--- src/design/flash_regs_pkg.sv ---
// Function
// - six byte-wide control registers; option and guard bytes copied in at every reset
// - ratio_loaded_flag bit 7 read-only, cleared by reset, set by first write
// - bits 6:0 always readable, only first write after reset updates them
// - program and erase refused while ratio_loaded_flag is 0, allowed once 1
// - prescale_by_eight 1 feeds divider with bus clock over eight, else bus clock
// - flash clock equals divider input over ratio field plus one
// - each timing pulse is one flash clock; operations last whole pulses
// - option shadow loaded at reset only; changes after reprogram and new reset
// - unlock allow 0 blocks backdoor; 1 lets ascending eight-byte key unsecure
// - key comparison writes refused from debug or unsecured sources
// - option bit 6 at 1 disables vector redirection, 0 enables it
// - lock code 1:0 means unsecured; 0:0, 0:1, 1:1 mean secured
// - while secured, RAM and flash access from unsecured sources is blocked
// - lock code forced to 1:0 after key match or successful blank check
// - key_compare_route 1 makes key location writes comparisons, not commands
// - access_error_flag set on program or erase before clock setup written
`default_nettype none
package flash_regs_pkg;
   // ----------------------------------------------------------------
   // register byte addresses
   // ----------------------------------------------------------------
   localparam logic [5:0] CLOCK_SETUP_ADDR = 6'h00;
   localparam logic [5:0] OPTION_ADDR = 6'h04;
   localparam logic [5:0] GUARD_ADDR = 6'h08;
   localparam logic [5:0] CONFIG_ADDR = 6'h0C;
   localparam logic [5:0] STATUS_ADDR = 6'h10;
   localparam logic [5:0] COMMAND_ADDR = 6'h14;
   localparam logic [5:0] KEY_BASE_ADDR = 6'h20;
   // ----------------------------------------------------------------
   // field positions and values
   // ----------------------------------------------------------------
   localparam int LOADED_BIT = 7;
   localparam int PRESCALE_BIT = 6;
   localparam int UNLOCK_ALLOW_BIT = 7;
   localparam int REDIRECT_OFF_BIT = 6;
   localparam int KEY_ROUTE_BIT = 5;
   localparam int ACCESS_ERROR_BIT = 4;
   localparam int BUSY_BIT = 7;
   localparam logic [1:0] UNSECURED_CODE = 2'h2;
   localparam logic [7:0] CLOCK_SETUP_RESET = 8'h00;
   localparam logic [7:0] OPTION_RESET = 8'hFF;
   localparam logic [7:0] GUARD_RESET = 8'hFF;
   localparam logic [2:0] PRESCALE_LAST = 3'h7;
   localparam logic [3:0] KEY_BYTES = 4'h8;
   // ----------------------------------------------------------------
   // bus request carrier
   // ----------------------------------------------------------------
   typedef struct packed {
      logic cyc;
      logic stb;
      logic we;
      logic [5:0] adr;
      logic [3:0] sel;
      logic [31:0] dat;
   } wb_req_type;
endpackage
`default_nettype wire

--- src/design/flash_clock_and_option_regs.sv ---
`default_nettype none
module flash_clock_and_option_regs
   import flash_regs_pkg::*;
(
   input wire logic CLK,
   input wire logic RST_N,
   input wire wb_req_type WB_REQ,
   output logic [31:0] WB_DAT_O,
   output logic WB_ACK_O,
   input wire logic SRC_SECURE,
   input wire logic SRC_DEBUG,
   input wire logic [7:0] NV_OPTION_BYTE,
   input wire logic [7:0] NV_GUARD_BYTE,
   input wire logic [63:0] STORED_UNLOCK_KEY,
   input wire logic BLANK_CHECK_OK,
   output logic FLASH_TICK,
   output logic PE_ALLOW,
   output logic PE_BUSY,
   output logic SECURED,
   output logic VECTOR_REDIRECT_OFF,
   output logic MEMORY_BLOCK
);
   logic ack;
   logic [31:0] rdata;
   logic [7:0] flash_clock_setup;
   logic [7:0] flash_option_shadow;
   logic [7:0] flash_guard_shadow;
   logic key_compare_route;
   logic access_error_flag;
   logic shadows_loaded;
   logic [1:0] lock_state_code;
   logic [2:0] prescale_cnt;
   logic [5:0] ratio_cnt;
   logic tick;
   logic [6:0] pulses_left;
   logic [3:0] key_index;
   logic key_match;
   logic [7:0] key_byte [0:7];
   logic take;
   logic wr_fire;
   logic wr_byte;
   logic [7:0] wbyte;
   logic ratio_loaded_flag;
   logic div_in;
   logic key_hit;
   logic pe_attempt;
   logic unlock_now;
   logic [6:0] ratio_plus;
   logic [9:0] tick_period;
   logic [9:0] since_tick;

   // ----------------------------------------------------------------
   // bus slave
   // ----------------------------------------------------------------
   // request sampled on the take edge, write applied on the ack edge
   assign take = WB_REQ.cyc & WB_REQ.stb & ~ack;
   assign wr_fire = WB_REQ.cyc & WB_REQ.stb & WB_REQ.we & ack;
   assign wr_byte = wr_fire & WB_REQ.sel[0];
   assign wbyte = WB_REQ.dat[7:0];
   assign key_hit = WB_REQ.adr[5] == KEY_BASE_ADDR[5];
   assign ratio_loaded_flag = flash_clock_setup[LOADED_BIT];

   always_ff @(posedge CLK or negedge RST_N) begin
      if (!RST_N) begin
         ack <= 1'b0;
      end else begin
         ack <= take;
      end
   end

   always_comb begin
      rdata = 32'h0000_0000;
      if (WB_REQ.adr == CLOCK_SETUP_ADDR) begin
         rdata[7:0] = flash_clock_setup;
      end else if (WB_REQ.adr == OPTION_ADDR) begin
         rdata[7:0] = {flash_option_shadow[7:2], lock_state_code};
      end else if (WB_REQ.adr == GUARD_ADDR) begin
         rdata[7:0] = flash_guard_shadow;
      end else if (WB_REQ.adr == CONFIG_ADDR) begin
         rdata[KEY_ROUTE_BIT] = key_compare_route;
      end else if (WB_REQ.adr == STATUS_ADDR) begin
         rdata[ACCESS_ERROR_BIT] = access_error_flag;
      end else if (WB_REQ.adr == COMMAND_ADDR) begin
         rdata[7:0] = {PE_BUSY, pulses_left};
      end
   end

   always_ff @(posedge CLK or negedge RST_N) begin
      if (!RST_N) begin
         WB_DAT_O <= 32'h0000_0000;
      end else if (take) begin
         WB_DAT_O <= rdata;
      end
   end
   assign WB_ACK_O = ack;

   // ----------------------------------------------------------------
   // clock setup register
   // ----------------------------------------------------------------
   always_ff @(posedge CLK or negedge RST_N) begin
      if (!RST_N) begin
         flash_clock_setup <= CLOCK_SETUP_RESET;
      end else if (wr_byte && WB_REQ.adr == CLOCK_SETUP_ADDR && !ratio_loaded_flag) begin
         // write-once: data bits and flag all latch on the first write
         flash_clock_setup <= {1'b1, wbyte[6:0]};
      end
   end

   // ----------------------------------------------------------------
   // flash timing clock
   // ----------------------------------------------------------------
   assign div_in = flash_clock_setup[PRESCALE_BIT] ? (prescale_cnt == PRESCALE_LAST)
                                                  : 1'b1;

   always_ff @(posedge CLK or negedge RST_N) begin
      if (!RST_N) begin
         prescale_cnt <= 3'h0;
      end else begin
         prescale_cnt <= prescale_cnt + 3'h1;
      end
   end

   // held idle until the ratio is loaded, so no tick runs at a bogus rate
   always_ff @(posedge CLK or negedge RST_N) begin
      if (!RST_N) begin
         ratio_cnt <= 6'h00;
         tick <= 1'b0;
      end else begin
         tick <= 1'b0;
         if (ratio_loaded_flag && div_in) begin
            if (ratio_cnt == 6'h00) begin
               ratio_cnt <= flash_clock_setup[5:0];
               tick <= 1'b1;
            end else begin
               ratio_cnt <= ratio_cnt - 6'h01;
            end
         end
      end
   end
   assign FLASH_TICK = tick;

   // ----------------------------------------------------------------
   // flash tick period monitor
   // ----------------------------------------------------------------
   // bus clocks since the last tick; holds at zero until the first tick, saturates at 3FF
   assign ratio_plus = {1'b0, flash_clock_setup[5:0]} + 7'h01;
   assign tick_period = flash_clock_setup[PRESCALE_BIT] ? {ratio_plus, 3'h0}
                                                        : {3'h0, ratio_plus};

   always_ff @(posedge CLK or negedge RST_N) begin
      if (!RST_N) begin
         since_tick <= 10'h000;
      end else if (tick) begin
         since_tick <= 10'h001;
      end else if (since_tick != 10'h000 && since_tick != 10'h3FF) begin
         since_tick <= since_tick + 10'h001;
      end
   end

   // ----------------------------------------------------------------
   // program and erase timer
   // ----------------------------------------------------------------
   // a command write, or a key-location write while not routed to compare
   assign pe_attempt = wr_byte && (WB_REQ.adr == COMMAND_ADDR
                                   || (key_hit && !key_compare_route));
   assign PE_ALLOW = ratio_loaded_flag;

   // length is counted in whole flash clock pulses; a zero count is ignored
   always_ff @(posedge CLK or negedge RST_N) begin
      if (!RST_N) begin
         pulses_left <= 7'h00;
      end else if (pe_attempt && ratio_loaded_flag && pulses_left == 7'h00) begin
         pulses_left <= wbyte[6:0];
      end else if (tick && pulses_left != 7'h00) begin
         pulses_left <= pulses_left - 7'h01;
      end
   end
   assign PE_BUSY = pulses_left != 7'h00;

   // ----------------------------------------------------------------
   // status and configuration
   // ----------------------------------------------------------------
   always_ff @(posedge CLK or negedge RST_N) begin
      if (!RST_N) begin
         access_error_flag <= 1'b0;
      end else if (pe_attempt && !ratio_loaded_flag) begin
         access_error_flag <= 1'b1;
      end else if (wr_byte && WB_REQ.adr == STATUS_ADDR && wbyte[ACCESS_ERROR_BIT]) begin
         access_error_flag <= 1'b0;
      end
   end

   always_ff @(posedge CLK or negedge RST_N) begin
      if (!RST_N) begin
         key_compare_route <= 1'b0;
      end else if (wr_byte && WB_REQ.adr == CONFIG_ADDR) begin
         key_compare_route <= wbyte[KEY_ROUTE_BIT];
      end
   end

   // ----------------------------------------------------------------
   // backdoor key comparison
   // ----------------------------------------------------------------
   genvar g;
   generate
      for (g = 0; g < 8; g++) begin : key_slice
         assign key_byte[g] = STORED_UNLOCK_KEY[8*g +: 8];
      end
   endgenerate

   // any out-of-order or wrong byte spoils the attempt until route reopens
   always_ff @(posedge CLK or negedge RST_N) begin
      if (!RST_N) begin
         key_index <= 4'h0;
         key_match <= 1'b0;
      end else if (wr_byte && WB_REQ.adr == CONFIG_ADDR && wbyte[KEY_ROUTE_BIT]
                   && !key_compare_route) begin
         key_index <= 4'h0;
         key_match <= 1'b1;
      end else if (wr_byte && key_hit && key_compare_route) begin
         if (!SRC_SECURE || SRC_DEBUG) begin
            key_match <= 1'b0;
         end else if (key_index < KEY_BYTES && {1'b0, WB_REQ.adr[4:2]} == key_index
                      && wbyte == key_byte[key_index[2:0]]) begin
            key_index <= key_index + 4'h1;
         end else begin
            key_match <= 1'b0;
         end
      end
   end

   assign unlock_now = wr_byte && WB_REQ.adr == CONFIG_ADDR && !wbyte[KEY_ROUTE_BIT]
                       && key_compare_route && key_match && key_index == KEY_BYTES
                       && flash_option_shadow[UNLOCK_ALLOW_BIT];

   // ----------------------------------------------------------------
   // nonvolatile shadows and security state
   // ----------------------------------------------------------------
   // reset only parks constants; the bytes are caught at the first edge after release
   always_ff @(posedge CLK or negedge RST_N) begin
      if (!RST_N) begin
         shadows_loaded <= 1'b0;
         flash_option_shadow <= OPTION_RESET;
         flash_guard_shadow <= GUARD_RESET;
      end else if (!shadows_loaded) begin
         shadows_loaded <= 1'b1;
         flash_option_shadow <= NV_OPTION_BYTE;
         flash_guard_shadow <= NV_GUARD_BYTE;
      end
   end

   always_ff @(posedge CLK or negedge RST_N) begin
      if (!RST_N) begin
         lock_state_code <= OPTION_RESET[1:0];
      end else if (!shadows_loaded) begin
         lock_state_code <= NV_OPTION_BYTE[1:0];
      end else if (unlock_now || BLANK_CHECK_OK) begin
         lock_state_code <= UNSECURED_CODE;
      end
   end

   assign SECURED = lock_state_code != UNSECURED_CODE;
   assign VECTOR_REDIRECT_OFF = flash_option_shadow[REDIRECT_OFF_BIT];
   assign MEMORY_BLOCK = SECURED & (~SRC_SECURE | SRC_DEBUG);

   // ----------------------------------------------------------------
   // assertions
   // ----------------------------------------------------------------
   write_once_a: assert property (@(posedge CLK) disable iff (!RST_N)
      $past(ratio_loaded_flag) |-> $stable(flash_clock_setup))
      else $error("clock setup changed after first write");

   flag_set_a: assert property (@(posedge CLK) disable iff (!RST_N)
      wr_byte && WB_REQ.adr == CLOCK_SETUP_ADDR |=> ratio_loaded_flag)
      else $error("loaded flag not set by write");

   pe_refused_a: assert property (@(posedge CLK) disable iff (!RST_N)
      !ratio_loaded_flag |-> !PE_BUSY && !tick)
      else $error("operation ran before clock setup");

   access_error_a: assert property (@(posedge CLK) disable iff (!RST_N)
      pe_attempt && !ratio_loaded_flag |=> access_error_flag)
      else $error("access error not raised");

   tick_spacing_a: assert property (@(posedge CLK) disable iff (!RST_N)
      tick && !flash_clock_setup[PRESCALE_BIT] && flash_clock_setup[5:0] == 6'h03
      |=> !tick [*3] ##1 tick)
      else $error("flash tick period wrong");

   prescale_gap_a: assert property (@(posedge CLK) disable iff (!RST_N)
      tick && flash_clock_setup[PRESCALE_BIT] |=> !tick [*7])
      else $error("prescaled tick too early");

   unlock_force_a: assert property (@(posedge CLK) disable iff (!RST_N)
      shadows_loaded && (unlock_now || BLANK_CHECK_OK) |=> !SECURED)
      else $error("lock code not forced open");

   key_gate_a: assert property (@(posedge CLK) disable iff (!RST_N)
      shadows_loaded && !BLANK_CHECK_OK && !flash_option_shadow[UNLOCK_ALLOW_BIT]
      |=> $stable(lock_state_code))
      else $error("lock code opened with key disabled");

   shadow_hold_a: assert property (@(posedge CLK) disable iff (!RST_N)
      $past(shadows_loaded) |-> $stable(flash_option_shadow))
      else $error("option shadow changed without reset");

   block_a: assert property (@(posedge CLK) disable iff (!RST_N)
      SECURED && SRC_DEBUG |-> MEMORY_BLOCK)
      else $error("debug access not blocked while secured");

   ack_pulse_a: assert property (@(posedge CLK) disable iff (!RST_N)
      WB_ACK_O |=> !WB_ACK_O)
      else $error("ack held longer than one cycle");

   ack_answer_a: assert property (@(posedge CLK) disable iff (!RST_N)
      WB_REQ.cyc && WB_REQ.stb && !WB_ACK_O |=> WB_ACK_O)
      else $error("request not answered next cycle");

   tick_period_a: assert property (@(posedge CLK) disable iff (!RST_N)
      tick && since_tick != 10'h000 |-> since_tick == tick_period)
      else $error("flash tick period differs from divisor");

   busy_end_a: assert property (@(posedge CLK) disable iff (!RST_N)
      $fell(PE_BUSY) |-> $past(tick))
      else $error("operation ended between flash ticks");

   debug_key_a: assert property (@(posedge CLK) disable iff (!RST_N)
      wr_byte && key_hit && key_compare_route && (SRC_DEBUG || !SRC_SECURE)
      |=> !key_match)
      else $error("insecure key write kept the attempt alive");

   key_route_a: assert property (@(posedge CLK) disable iff (!RST_N)
      wr_byte && key_hit && key_compare_route |=> !$rose(PE_BUSY))
      else $error("key comparison write started an operation");

   guard_hold_a: assert property (@(posedge CLK) disable iff (!RST_N)
      $past(shadows_loaded) |-> $stable(flash_guard_shadow))
      else $error("guard shadow changed without reset");

   setup_written_c: cover property (@(posedge CLK) disable iff (!RST_N)
      $rose(ratio_loaded_flag));
   op_done_c: cover property (@(posedge CLK) disable iff (!RST_N)
      $fell(PE_BUSY));
   key_unlock_c: cover property (@(posedge CLK) disable iff (!RST_N)
      unlock_now);
   early_pe_c: cover property (@(posedge CLK) disable iff (!RST_N)
      $rose(access_error_flag));
   prescaled_tick_c: cover property (@(posedge CLK) disable iff (!RST_N)
      tick && flash_clock_setup[PRESCALE_BIT]);
endmodule
`default_nettype wire

--- config.mk ---
export PLATFORM = sky130hd
export DESIGN_NAME = flash_clock_and_option_regs
export DESIGN_NICKNAME = d
export VERILOG_FILES = /design/src/design/flash_regs_pkg.sv /design/src/design/flash_clock_and_option_regs.sv
export SDC_FILE = /design/constraint.sdc
export NUM_CORES = 1
export LEC_CHECK = 0
export BUFFER_PORTS_ARGS = -buffer_cell sky130_fd_sc_hd__buf_2
export CORE_MARGIN = 4
export CORE_UTILIZATION = 25
export DETAILED_ROUTE_END_ITERATION = 16
export GPL_ROUTABILITY_DRIVEN = 0
export RECOVER_POWER = 100
export SYNTH_ARGS = -nofsm -noshare
export SYNTH_HDL_FRONTEND = slang
export SYNTH_SLANG_ARGS = --single-unit
export TNS_END_PERCENT = 100
--- constraint.sdc ---
create_clock -name CLK -period 2.6 [get_ports CLK]
set_input_delay 0.26 -clock CLK [delete_from_list [all_inputs] [get_ports CLK]]
set_output_delay 0.26 -clock CLK [all_outputs]
set_load 0.005 [all_outputs]
==> summary by stage, run 1 <==
Outcome
The flow ran to the end, but the final reports show violations. The final reports fail on capacitance limit, slew limit, setup timing.

Worst setup path
The cell type with the highest occurrence count on the critical path is sky130_fd_sc_hd__or4_4. The required arrival time at the worst endpoint is 2.85 ns. Data on the critical path arrives at its endpoint at 2.94 ns. Traced cell by cell, the critical path runs through buf_6 -> mux2_4 -> o22ai_4 -> nor3_2 -> or4b_4 -> or4_4 -> or4_4 -> a21oi_2. Together, buffers and inverters on the worst path number 1.

The highest net fanout along the worst path is 5. The category of the worst setup path capture point is a register. The largest delay contributor family on the critical path is simple AND/OR/NAND/NOR gates. The worst setup path is launched from a register. The start-to-end type of the worst setup path is register to register. For this run, the slowest stage of the critical path takes 0.52 ns. The slowest stage of the critical path belongs to the cell sky130_fd_sc_hd__or4b_4.

Synthesis
The fraction of post-synthesis cell area in the top cell type by area is 28.8%. The synthesized netlist devotes 2.40% of its cell area to adder and majority cells. The post-synthesis cell type count is 54. Of the total synthesized cell area, the portion taken by XOR and XNOR cells is 2.88%.

The simple-gate area share of the yosys netlist is 15.4%. The dominant combinational cell family by area after synthesis is multiplexers. In the synthesized netlist, the cells that appear most often are 42 x sky130_fd_sc_hd__dfrtp_1, 30 x sky130_fd_sc_hd__nand2_1, 27 x sky130_fd_sc_hd__mux2_2. The average size of a mapped cell is 9.96 sq um. In the post-synthesis netlist, the cell with the most instances is sky130_fd_sc_hd__dfrtp_1. The number of synthesized flops with an enable pin is 0. The synthesized netlist devotes 13.8% of its cell area to compound gates.

The multiplexer area fraction after synthesis is 16.0%. During synthesis, Yosys emitted a total of 0 warnings. After synthesis, the cell types taking the most area are sky130_fd_sc_hd__dfrtp_1 29%, sky130_fd_sc_hd__dfstp_2 12%, sky130_fd_sc_hd__mux2_2 8.3%, sky130_fd_sc_hd__buf_4 5.3%, sky130_fd_sc_hd__mux4_2 3.7%. The register bit count reported by yosys is 58.

The gate count of the mapped netlist is 367. The cell type with the largest total area after synthesis is sky130_fd_sc_hd__dfrtp_1. For this run, the leading register cell type out of synthesis is sky130_fd_sc_hd__dfrtp_1. After synthesis the cells add up to 3650 sq um.

The fraction of registers with async set/reset is 100%. Sequential elements use 40.3% of the synthesized area.

Route
The first TritonRoute pass finished after 4 iterations. Once detail routing completed, the nets flagged for antenna violations numbered 0. The total wirelength of the detailed-routed design is 10500 microns.

Dividing the detail-routed via count by the number of cells gives 4.73. The routed layout has 3259 vias. The number of remaining DRC errors is 0.

In the final routed layout, each cell accounts on average for 15.3 microns. For this block, the initial DRC count from the detailed router was 160.

Final layout
The area added between synthesis and finish is 30.9%. The number of antenna diodes in the final layout is 0. The final cell utilization of the core is 33.9%. The final net count is 641.

Of the cells placed in the final design, the portion with a size suffix greater than 1 is 38.5%. The count of non-filler cells in the finished layout is 689.

GRT
The global-route wire length before repair is 16200 microns. The overall track demand over capacity in global routing is 12.4%. The global-route met3 utilization is 2.99%. Global routing used 21.5% of the available met2 tracks. The sum of overflow across all layers after global routing is 0.

Global routing used 15.7% of the available met1 tracks. The number of global-route vias before repair is 3282. Entering global routing, the biggest net connects 33 pins. The initial antenna violation count was 0. The most used routing layer in global routing is met2.

STA
At the pin with the least slew margin, the transition time is 1.52 ns. The worst path in the final design needs a cycle of 2.69 ns, including I/O delays and setup. The period utilization is 103%. Hold is met by 0.166 ns. In the post-route analysis, the smallest setup slack over all paths is -0.0909 ns.

The number of hold-slack violations in the final timing report is 0. The relative max-transition margin is -1.34%. The setup TNS is -0.0909 ns. Static timing analysis puts the maximum clock frequency at 372 MHz. The number of pins with negative max-slew slack in the final report is 28. On the final layout, the worst clock skew is 0.00478 ns. Setup repair after global routing could not meet its margin everywhere. The final setup violation count is 1.

Pwr
For this design the ratio of total power to cell area is 506 nW/um^2. For this design the total switching power over the nets is 0.000620 W. The share of total power in the clock network is 44.1%. The relative contribution of combinational cells to total power is 13.3%. The switching share of power is 25.6%. The leakage power is 2.12 nW. Cell internal power was estimated by the tool at 0.00180 W. The sequential share of power is 42.6%. The peak supply drop is 275 uV.

Floorplanning
The top-level I/O count is 169. The overall die area is 16600 sq um. The die boundary height is 129 microns.

Once the floorplan was initialized, standard cells occupied 25.9% of the core. Row generation in the floorplan step produced 43 rows. The die is 129 microns wide. The standard cell core area is 14100 sq um.

Place
Input and output buffers added on the ports amount to 117. At the placement stage, the worst setup path has a slack of -0.0991 ns. Detailed placement finished with a half-perimeter wire length of 8540 microns.

Including well taps, the total number of placed cells is 672.

CTS
At the later pin of the worst-skew pair, clock insertion delay measures 0.32 ns. The H-tree depth reported by CTS is 3. The cell chosen for the clock root is sky130_fd_sc_hd__clkbuf_16. The clock tree buffer depth is 2. CTS saw 58 sinks. The clock tree from TritonCTS is yes.

The clock-pin slew on the worst setup and hold paths is 0.05 ns. The clock buffer count from CTS is 9.

Run
The tool flagged a number of max-cap violations equal to 1.

Worst hold path
The tightest min-delay check is of the input pin to register type.
-- area by class of cell --
| class | count | area (sq um) |
|---|---|---|
| clock buffer | 11 | 243 |
| clock inverter | 5 | 30.0 |
| fill | 1459 | 9310 |
| inverter | 19 | 71.3 |
| multi-input combinational | 274 | 1970 |
| sequential | 58 | 1470 |
| tap | 180 | 225 |
| timing repair buffer | 142 | 767 |
-- metal layers --
layer	up-vias	wire, microns
met2	118	5290
met1	1558	4440
met4	0	110
li1	1571	-
met3	12	671
met5	-	0
-- cell usage in the layout, fill, tap and decap left out, types with 14 or more instances in the layout --
master and count:
sky130_fd_sc_hd__inv_1 19, sky130_fd_sc_hd__buf_2 106, sky130_fd_sc_hd__dfrtp_1 42, sky130_fd_sc_hd__clkbuf_1 17, sky130_fd_sc_hd__buf_4 16, sky130_fd_sc_hd__nand2_1 30, sky130_fd_sc_hd__nor2_1 15, sky130_fd_sc_hd__mux2_2 26
sky130_fd_sc_hd__conb_1 25, sky130_fd_sc_hd__dfstp_2 14, sky130_fd_sc_hd__o21ai_0 21
-- through the flow --
stage                     instance area, sq um  total power, W
after floorplan                           3740         0.00122
after global placement                    4490         0.00136
after detailed placement                  4490         0.00137
after CTS                                 4780         0.00245
after global routing                      4780         0.00254
final                                     4780         0.00242
-- sequential cells by signal (all words and copies together), names as in the netlist, 2 cells and up --
signal,count
WB_DAT_O,8
flash_clock_setup,8
flash_guard_shadow,8
flash_option_shadow,6
key_index,4
lock_state_code,2
prescale_cnt,3
pulses_left,7
ratio_cnt,6
-- power by group through the flow --
stage	registers (W)	clock network, W	logic, W
final	0.00103	0.00107	0.000322
after global routing	0.00104	0.00113	0.000365
after global placement	0.00104	0	0.000318
after floorplan	0.00102	0	0.000198
after detailed placement	0.00105	0	0.000327
after CTS	0.00103	0.00109	0.000329
-- logic make-up after synthesis --
| logic type | count (synthesis) |
|---|---|
| multiplexers | 47 |
| flip-flops | 58 |
| AND/OR/NAND/NOR | 107 |
| adder cells (fa/ha/maj) | 7 |
| XOR/XNOR | 12 |
| other | 2 |
| AO/OA/AOI/OAI | 76 |
| buffers and inverters | 58 |
-- path summary, 6_finish.rpt --
check / start / endpoint / slack (ns) / depth (start not counted)
max: key_index[0] / key_index[2] / -0.09 / 8
min: NV_GUARD_BYTE[7] / flash_guard_shadow[7] / 0.17 / 2
max reg2reg: key_index[0] / key_index[2] / -0.09 / 8
min reg2reg: prescale_cnt[0] / prescale_cnt[0] / 0.42 / 1
max in group asynchronous: RST_N / flash_clock_setup[2] / 0.32 / 3
min in group asynchronous: RST_N / shadows_loaded / 0.84 / 2
-- timing repair --
action / CTS / global route
buffers inserted: 0 / 0
hold buffers: 1 / 0
gates resized for setup: 1 / 13
pin swaps: 1 / 2
endpoints found under the setup margin: 1 / 5
endpoints found under the hold margin: 20 / 0
Note: power is estimated with default switching activity, not from simulation.
==> run 2: changes to the inputs <==
clock period = 3.2 ns   (was 2.6 ns; I/O delays follow)
==> summary by stage, run 2 (synthesis gave the netlist of run 1 again) <==
Final layout
The count of non-filler cells in the finished layout is 674 (-2.2%). Leaving out fill and tap cells, the most frequent cells in the layout are 106 x sky130_fd_sc_hd__buf_2, 42 x sky130_fd_sc_hd__dfrtp_1, 30 x sky130_fd_sc_hd__nand2_1. The library cell used most frequently in the layout, excluding fill and tap cells, is sky130_fd_sc_hd__buf_2. The largest registers in the layout are WB_DAT_O x8, flash_clock_setup x8, flash_guard_shadow x8. The final net count is 626 (-2.3%). Compared with the post-synthesis result, the final layout area differs by 27.2%. The ratio of cells with drive above 1 in the final layout is 35.8% (-2.7 points). The cell area after layout is 4650 sq um (-2.8%). The diode insertion count for antenna repair is 0 (unchanged).

STA
The setup TNS is 0 ns (+0.0909 ns). The relative max-transition margin is 34.1% (+35 points). The transition time of the tightest slew-check pin is 0.988 ns (-0.532 ns). Setup repair after global routing left no endpoint under its margin. The final setup violation count is 0 (-1). The minimum clock period after layout is 2.97 ns (+0.275 ns). The maximum clock frequency is 337 MHz (-9.3%).

The period utilization is 92.7% (-11 points). The number of pins with negative max-slew slack in the final report is 0 (-100%). The worst clock skew is 0.00777 ns (+0.00299 ns). The number of hold-slack violations in the final timing report was 0 (unchanged).

Worst hold path
In this run the most critical hold path is launched from NV_OPTION_BYTE[1]. The number of cells traversed by the worst hold path is 2 (unchanged). For hold timing, the worst endpoint is lock_state_code[1].

The type of the worst min-delay path is input pin to register.

CTS
The H-tree depth reported by CTS is 3 (unchanged). The cell chosen for the clock root is sky130_fd_sc_hd__clkbuf_16. The TritonCTS sink count is 58 (unchanged). The clock latency at the later pin of the worst-skew pair was 0.32 ns (about the same). The clock tree buffer depth is 2 (unchanged). The clock buffer count from CTS came to 9 (unchanged).

The post-CTS setup buffer count is 0 (unchanged). The clock-pin slew on the worst setup and hold paths is 0.05 ns (about the same). TritonCTS built the clock tree.

Worst setup path
The kind of cell with the highest combined delay along the critical path is simple AND/OR/NAND/NOR gates. The slowest stage cell on the critical path is sky130_fd_sc_hd__mux4_2. The total buffers and inverters traversed by the critical path is 2 (+1).

The largest stage delay on the critical path is 0.52 ns (about the same). Traced cell by cell, the critical path runs through buf_4 -> buf_4 -> mux4_2 -> mux2i_1 -> xor2_1 -> nand2_1 -> nand4b_1 -> or4_1 -> a21oi_1. The number of cells on the worst reg-to-reg path is 9 (+1). The cell type with the highest occurrence count on the critical path is sky130_fd_sc_hd__buf_4. STA classifies the critical path endpoint as a register. The worst reg2reg path startpoint is key_index[0]. The sort of element at the start of the critical path is a register. The start-to-end type of the worst setup path is register to register.

The highest net fanout along the worst path is 18 (+13). The endpoint of the most critical register-to-register path is key_index[2]. The required arrival time at the worst endpoint was 3.45 ns (+0.60 ns). The minimum setup slack among reg-to-reg paths came to 0.23 ns (+0.32 ns). The worst path arrival time is 3.21 ns (+0.27 ns).

Pwr
The power density over the cells was 445 nW/um^2 (-12%). The peak supply drop is 249 uV (-9.4%). The leakage power is 2.07 nW (-2.7%).

Floorplanning
The chip width is 129 microns (unchanged). The standard cell core area is 14100 sq um (unchanged). The overall die area is 16600 sq um (unchanged). The die boundary height is 129 microns (unchanged). The top-level I/O count came to 169 (unchanged). The effective utilization at floorplan came to 25.9% (unchanged). The row count came to 43 (unchanged).

GRT
The number of global-route vias before repair is 3349 (+2.0%). The sum of overflow across all layers after global routing is 0 (unchanged). The global-route wire length before repair is 16300 microns (+0.47%).

The overall track demand over capacity in global routing is 12.5% (+0.049 points). The initial antenna violation count is 0 (unchanged). The largest net degree at the start of global routing was 42 (+27%).

Route
The number of vias per cell is 4.70 (-0.60%). The first-iteration detailed-routing DRC count is 168 (+5.0%). The total vias in the final route was 3169 (-2.8%).

The number of nets still failing antenna checks after routing came to 0 (unchanged). The total iterations of the first detailed-routing run is 4 (unchanged). The total wirelength of the detailed-routed design was 10400 microns (-1.0%). The number of remaining DRC errors came to 0 (unchanged). The routed length per placed instance came to 15.4 microns (+1.2%).

Place
The cell count after placement was 657 (-2.2%). The quantity of I/O buffers inserted on ports is 117 (unchanged). The detailed-placement wirelength estimate is 8380 microns (-2.0%). The post-place instance area is 4360 sq um (-3.1%).

Outcome
The run finished with clean final reports.

Run
The number of maximum-capacitance violations was 0 (-1).
run 2: changes by cell type in the layout (fill, tap and decap cells not counted), sizes merged:
| cell | change |
|---|---|
| clkinvlp | -2 |
| clkinv | -2 |
| clkbuf | +2 |
| buf | -14 |
| bufinv | +1 |
run 2: worst reg2reg max path, stage by stage (launching register included):
cell	delay, ns
sky130_fd_sc_hd__dfrtp_1	0.47
sky130_fd_sc_hd__buf_4	0.32
sky130_fd_sc_hd__buf_4	0.26
sky130_fd_sc_hd__mux4_2	0.52
sky130_fd_sc_hd__mux2i_1	0.19
sky130_fd_sc_hd__xor2_1	0.24
sky130_fd_sc_hd__nand2_1	0.08
sky130_fd_sc_hd__nand4b_1	0.24
sky130_fd_sc_hd__or4_1	0.43
sky130_fd_sc_hd__a21oi_1	0.15
run 2: metal layers:
layer / part of all wire, % / GRT usage [%]
met5: 0 / 0
met4: 1.0 / 3.34
met1: 42 / 15.2
met3: 5.4 / 2.99
met2: 51 / 22.1
run 2: repair_timing:
| item | in CTS | in global routing |
|---|---|---|
| hold endpoints to repair | 14 | 0 |
| gates resized for setup | 0 | 0 |
| setup endpoints to repair | 0 | 0 |
| hold buffers | 1 | 0 |
run 2: final cells by class:
cell class | count | area [sq um]
Fill cell | 1459 | 9450
Tap cell | 180 | 225
Clock buffer | 14 | 274
Sequential cell | 58 | 1470
Timing Repair Buffer | 127 | 636
Clock inverter | 2 | 35.0
Inverter | 19 | 71.3
Multi-Input combinational cell | 274 | 1940
run 2: worst max path at each step:
stage                     cells after the start    startpoint           end  slack, ns
after global routing                          9  key_index[0]  key_index[2]       0.04
after CTS                                     9  key_index[0]  key_index[2]       0.23
after global placement                        9  key_index[0]  key_index[2]       0.34
after floorplan                               8  key_index[0]  key_index[2]       0.48
final                                         9  key_index[0]  key_index[2]       0.23
after detailed placement                      9  key_index[0]  key_index[2]       0.27
run 2: report_power, final:
part           total [W]  switching [W]  internal (W)
combinational   0.000256       0.000131      0.000125
sequential      0.000838      0.0000440      0.000794
clock           0.000973       0.000309      0.000664
run 2: through the flow:
stage | setup WS (ns) | hold WS [ns] | util [%] | power, W
6_report | 0.234 | 0.229 | 33.0 | 0.00207
5_1_grt | 0.0379 | 0.223 | 33.0 | 0.00216
4_1_cts | 0.229 | 0.218 | 33.2 | 0.00209
3_5_place_dp | 0.269 | 0.267 | 30.9 | 0.00111
3_3_place_gp | 0.338 | 0.266 | 30.9 | 0.00110
2_1_floorplan | 0.485 | 0.0244 | - | 0.000992
==> run 3: changes to the inputs <==
CTS_BUF_LIST = sky130_fd_sc_hd__clkbuf_16   (was unset)
TNS_END_PERCENT = 10   (was 100)
==> summary by stage, run 3 (synthesis gave the netlist of run 1 again) <==
STA
The minimum clock period after layout is 2.97 ns (-0.00112 ns). The transition time of the tightest slew-check pin came to 0.998 ns (+0.0102 ns). The maximum clock frequency is 337 MHz (about the same). The relative max-transition margin is 33.4% (-0.68 points).

The worst clock skew is 0.00807 ns (+0.000299 ns). The setup TNS was 0 ns (unchanged). Setup repair after global routing left no endpoint under its margin. The number of pins with negative max-slew slack in the final report came to 0 (unchanged). The worst setup margin came to 0.235 ns (+0.00112 ns). The period utilization came to 92.7% (about the same).

The number of hold-slack violations in the final timing report was 0 (unchanged). The final setup violation count is 0 (unchanged).

Floorplanning
The standard cell core area came to 14100 sq um (unchanged). The die boundary height is 129 microns (unchanged). The overall die area is 16600 sq um (unchanged).

The top-level I/O count is 169 (unchanged). The chip width is 129 microns (unchanged). The effective utilization at floorplan came to 25.9% (unchanged). The row count is 43 (unchanged).

Final layout
The diode insertion count for antenna repair came to 0 (unchanged). The final cell utilization of the core came to 32.8% (-0.21 points). The register area is 1470 sq um (unchanged). The ratio of cells with drive above 1 in the final layout was 35.2% (-0.61 points). The final net count came to 626 (unchanged). The most common cell after layout, fill and taps aside is sky130_fd_sc_hd__buf_2. In the final layout, the registers with the most flip-flops are WB_DAT_O x8, flash_clock_setup x8, flash_guard_shadow x8. The area taken by multi-input logic gates is 1940 sq um (unchanged). The fill cell instance count of the final layout is 1464 (+0.34%). Leaving out fill and tap cells, the most frequent cells in the layout are 106 x sky130_fd_sc_hd__buf_2, 42 x sky130_fd_sc_hd__dfrtp_1, 30 x sky130_fd_sc_hd__nand2_1. Relative to the synthesized area, the layout overhead comes to 26.4%.

CTS
The number of hold buffers added after CTS is 1 (unchanged). The post-CTS setup buffer count is 0 (unchanged). The TritonCTS sink count is 58 (unchanged). The clock-pin slew on the worst setup and hold paths is 0.05 ns (about the same). The clock tree buffer depth was 2 (unchanged).

The H-tree depth reported by CTS is 3 (unchanged). The clock buffer count from CTS is 9 (unchanged). The quantity of gates resized following cts came to 0 (unchanged). The clock latency at the later pin of the worst-skew pair is 0.32 ns (about the same). TritonCTS built the clock tree. The cell chosen for the clock root is sky130_fd_sc_hd__clkbuf_16.

Route
The routed length per placed instance is 15.5 microns (+0.20%). The number of nets still failing antenna checks after routing came to 0 (unchanged). The first-iteration detailed-routing DRC count was 172 (+2.4%). The number of remaining DRC errors is 0 (unchanged). The total iterations of the first detailed-routing run is 6 (+2). The total wirelength of the detailed-routed design is 10400 microns (+0.20%).

The total vias in the final route is 3185 (+0.50%). The number of vias per cell was 4.73 (+0.50%).

Worst setup path
The number of cells on the worst reg-to-reg path is 9 (unchanged). STA classifies the critical path startpoint as a register. For this design, the slowest cell found on the critical path is sky130_fd_sc_hd__mux4_2. The highest net fanout along the worst path is 18 (unchanged). The cell type with the highest occurrence count on the critical path is sky130_fd_sc_hd__buf_4. The largest delay contributor family on the critical path is simple AND/OR/NAND/NOR gates. The critical path depth is 9 (unchanged).

Walking the worst path, the cells encountered are buf_4 -> buf_4 -> mux4_2 -> mux2i_1 -> xor2_1 -> nand2_1 -> nand4b_1 -> or4_1 -> a21oi_1. The required arrival time at the worst endpoint is 3.45 ns (about the same). The total buffers and inverters traversed by the critical path is 2 (unchanged).

The setup path with the least slack is of type register to register. The largest stage delay on the critical path was 0.52 ns (about the same). The category of the worst setup path capture point is a register.

The worst path arrival time is 3.21 ns (about the same).

Pwr
The switching power is 0.000481 W (-0.58%). The internal portion of total power was 0.00150 W (-5.0%). The sequential share of power is 42.2% (+1.7 points). The power density over the cells came to 430 nW/um^2 (-3.3%). The share of total power in the clock network was 44.9% (-2.2 points).

The leakage power is 2.06 nW (-0.41%). The peak supply drop is 235 uV (-5.6%). The switching share of power is 24.2% (+0.82 points). The power after layout is 0.00199 W (-4.0%). The relative contribution of combinational cells to total power was 12.9% (+0.5 points).

GRT
The number of global-route vias before repair was 3357 (+0.24%). The largest net degree at the start of global routing is 42 (unchanged). The initial antenna violation count is 0 (unchanged). The overall track demand over capacity in global routing is 12.5% (about the same).

The global-route wire length before repair is 16300 microns (about the same). The sum of overflow across all layers after global routing was 0 (unchanged).

Place
The quantity of I/O buffers inserted on ports is 117 (unchanged). The worst slack after detailed placement is 0.269 ns (unchanged). The detailed-placement wirelength estimate was 8380 microns (unchanged).

Worst hold path
The number of cells traversed by the worst hold path is 2 (unchanged). The type of the worst min-delay path is input pin to register.

Run
The number of maximum-capacitance violations is 0 (unchanged).

Outcome
The flow ran to the end, and the final reports show no timing, DRC or antenna violations.
==> run 3: cell types whose count changed in the layout (fill, tap and decap cells not counted), sizes merged <==
cell	change
clkbuf	-5
clkinv	+3
inv	+2
==> run 3: worst register-to-register path, stage by stage, from the launching register on <==
cell                       delay, ns
sky130_fd_sc_hd__dfrtp_1        0.47
sky130_fd_sc_hd__buf_4          0.32
sky130_fd_sc_hd__buf_4          0.26
sky130_fd_sc_hd__mux4_2         0.52
sky130_fd_sc_hd__mux2i_1        0.19
sky130_fd_sc_hd__xor2_1         0.24
sky130_fd_sc_hd__nand2_1        0.08
sky130_fd_sc_hd__nand4b_1       0.24
sky130_fd_sc_hd__or4_1          0.43
sky130_fd_sc_hd__a21oi_1        0.15
==> run 3: worst paths after layout <==
check / startpoint / endpoint / slack [ns]
min reg2reg: prescale_cnt[0] / prescale_cnt[0] / 0.42
max: key_index[0] / key_index[2] / 0.23
max in group asynchronous: RST_N / flash_clock_setup[5] / 0.99
max reg2reg: key_index[0] / key_index[2] / 0.23
min: NV_OPTION_BYTE[1] / lock_state_code[1] / 0.23
min in group asynchronous: RST_N / ratio_cnt[4] / 0.70
==> run 3: metal layers <==
layer,global-route usage (%),up-vias,wire (microns)
met5,0,-,0
met3,2.99,10,562
met4,3.34,0,114
li1,-,1535,-
met1,15.2,1533,4350
met2,22.1,107,5390
==> run 3: layout make-up <==
class,instances,area share [%]
clock buffers,9,4.88
clock inverters,7,1.16
inverters,19,1.54
multi-input cells,274,41.9
flip-flops and latches,58,31.9
well taps,180,4.88
repair buffers,127,13.8
==> run 3: stage by stage <==
step	std cells	hold slack, ns	area (sq um)
2_1_floorplan	390	0.0244	3740
3_3_place_gp	657	0.266	4360
3_5_place_dp	657	0.267	4360
4_1_cts	674	0.218	4650
5_1_grt	674	0.222	4620
6_report	674	0.228	4620
==> run 3: power groups by stage <==
| stage | Combinational, W | Clock (W) | Sequential, W |
|---|---|---|---|
| CTS | 0.000261 | 0.000911 | 0.000839 |
| floorplan | 0.000161 | 0 | 0.000831 |
| global route | 0.000291 | 0.000947 | 0.000844 |
| global placement | 0.000253 | 0 | 0.000849 |
| detailed placement | 0.000259 | 0 | 0.000851 |
| finish | 0.000256 | 0.000892 | 0.000839 |
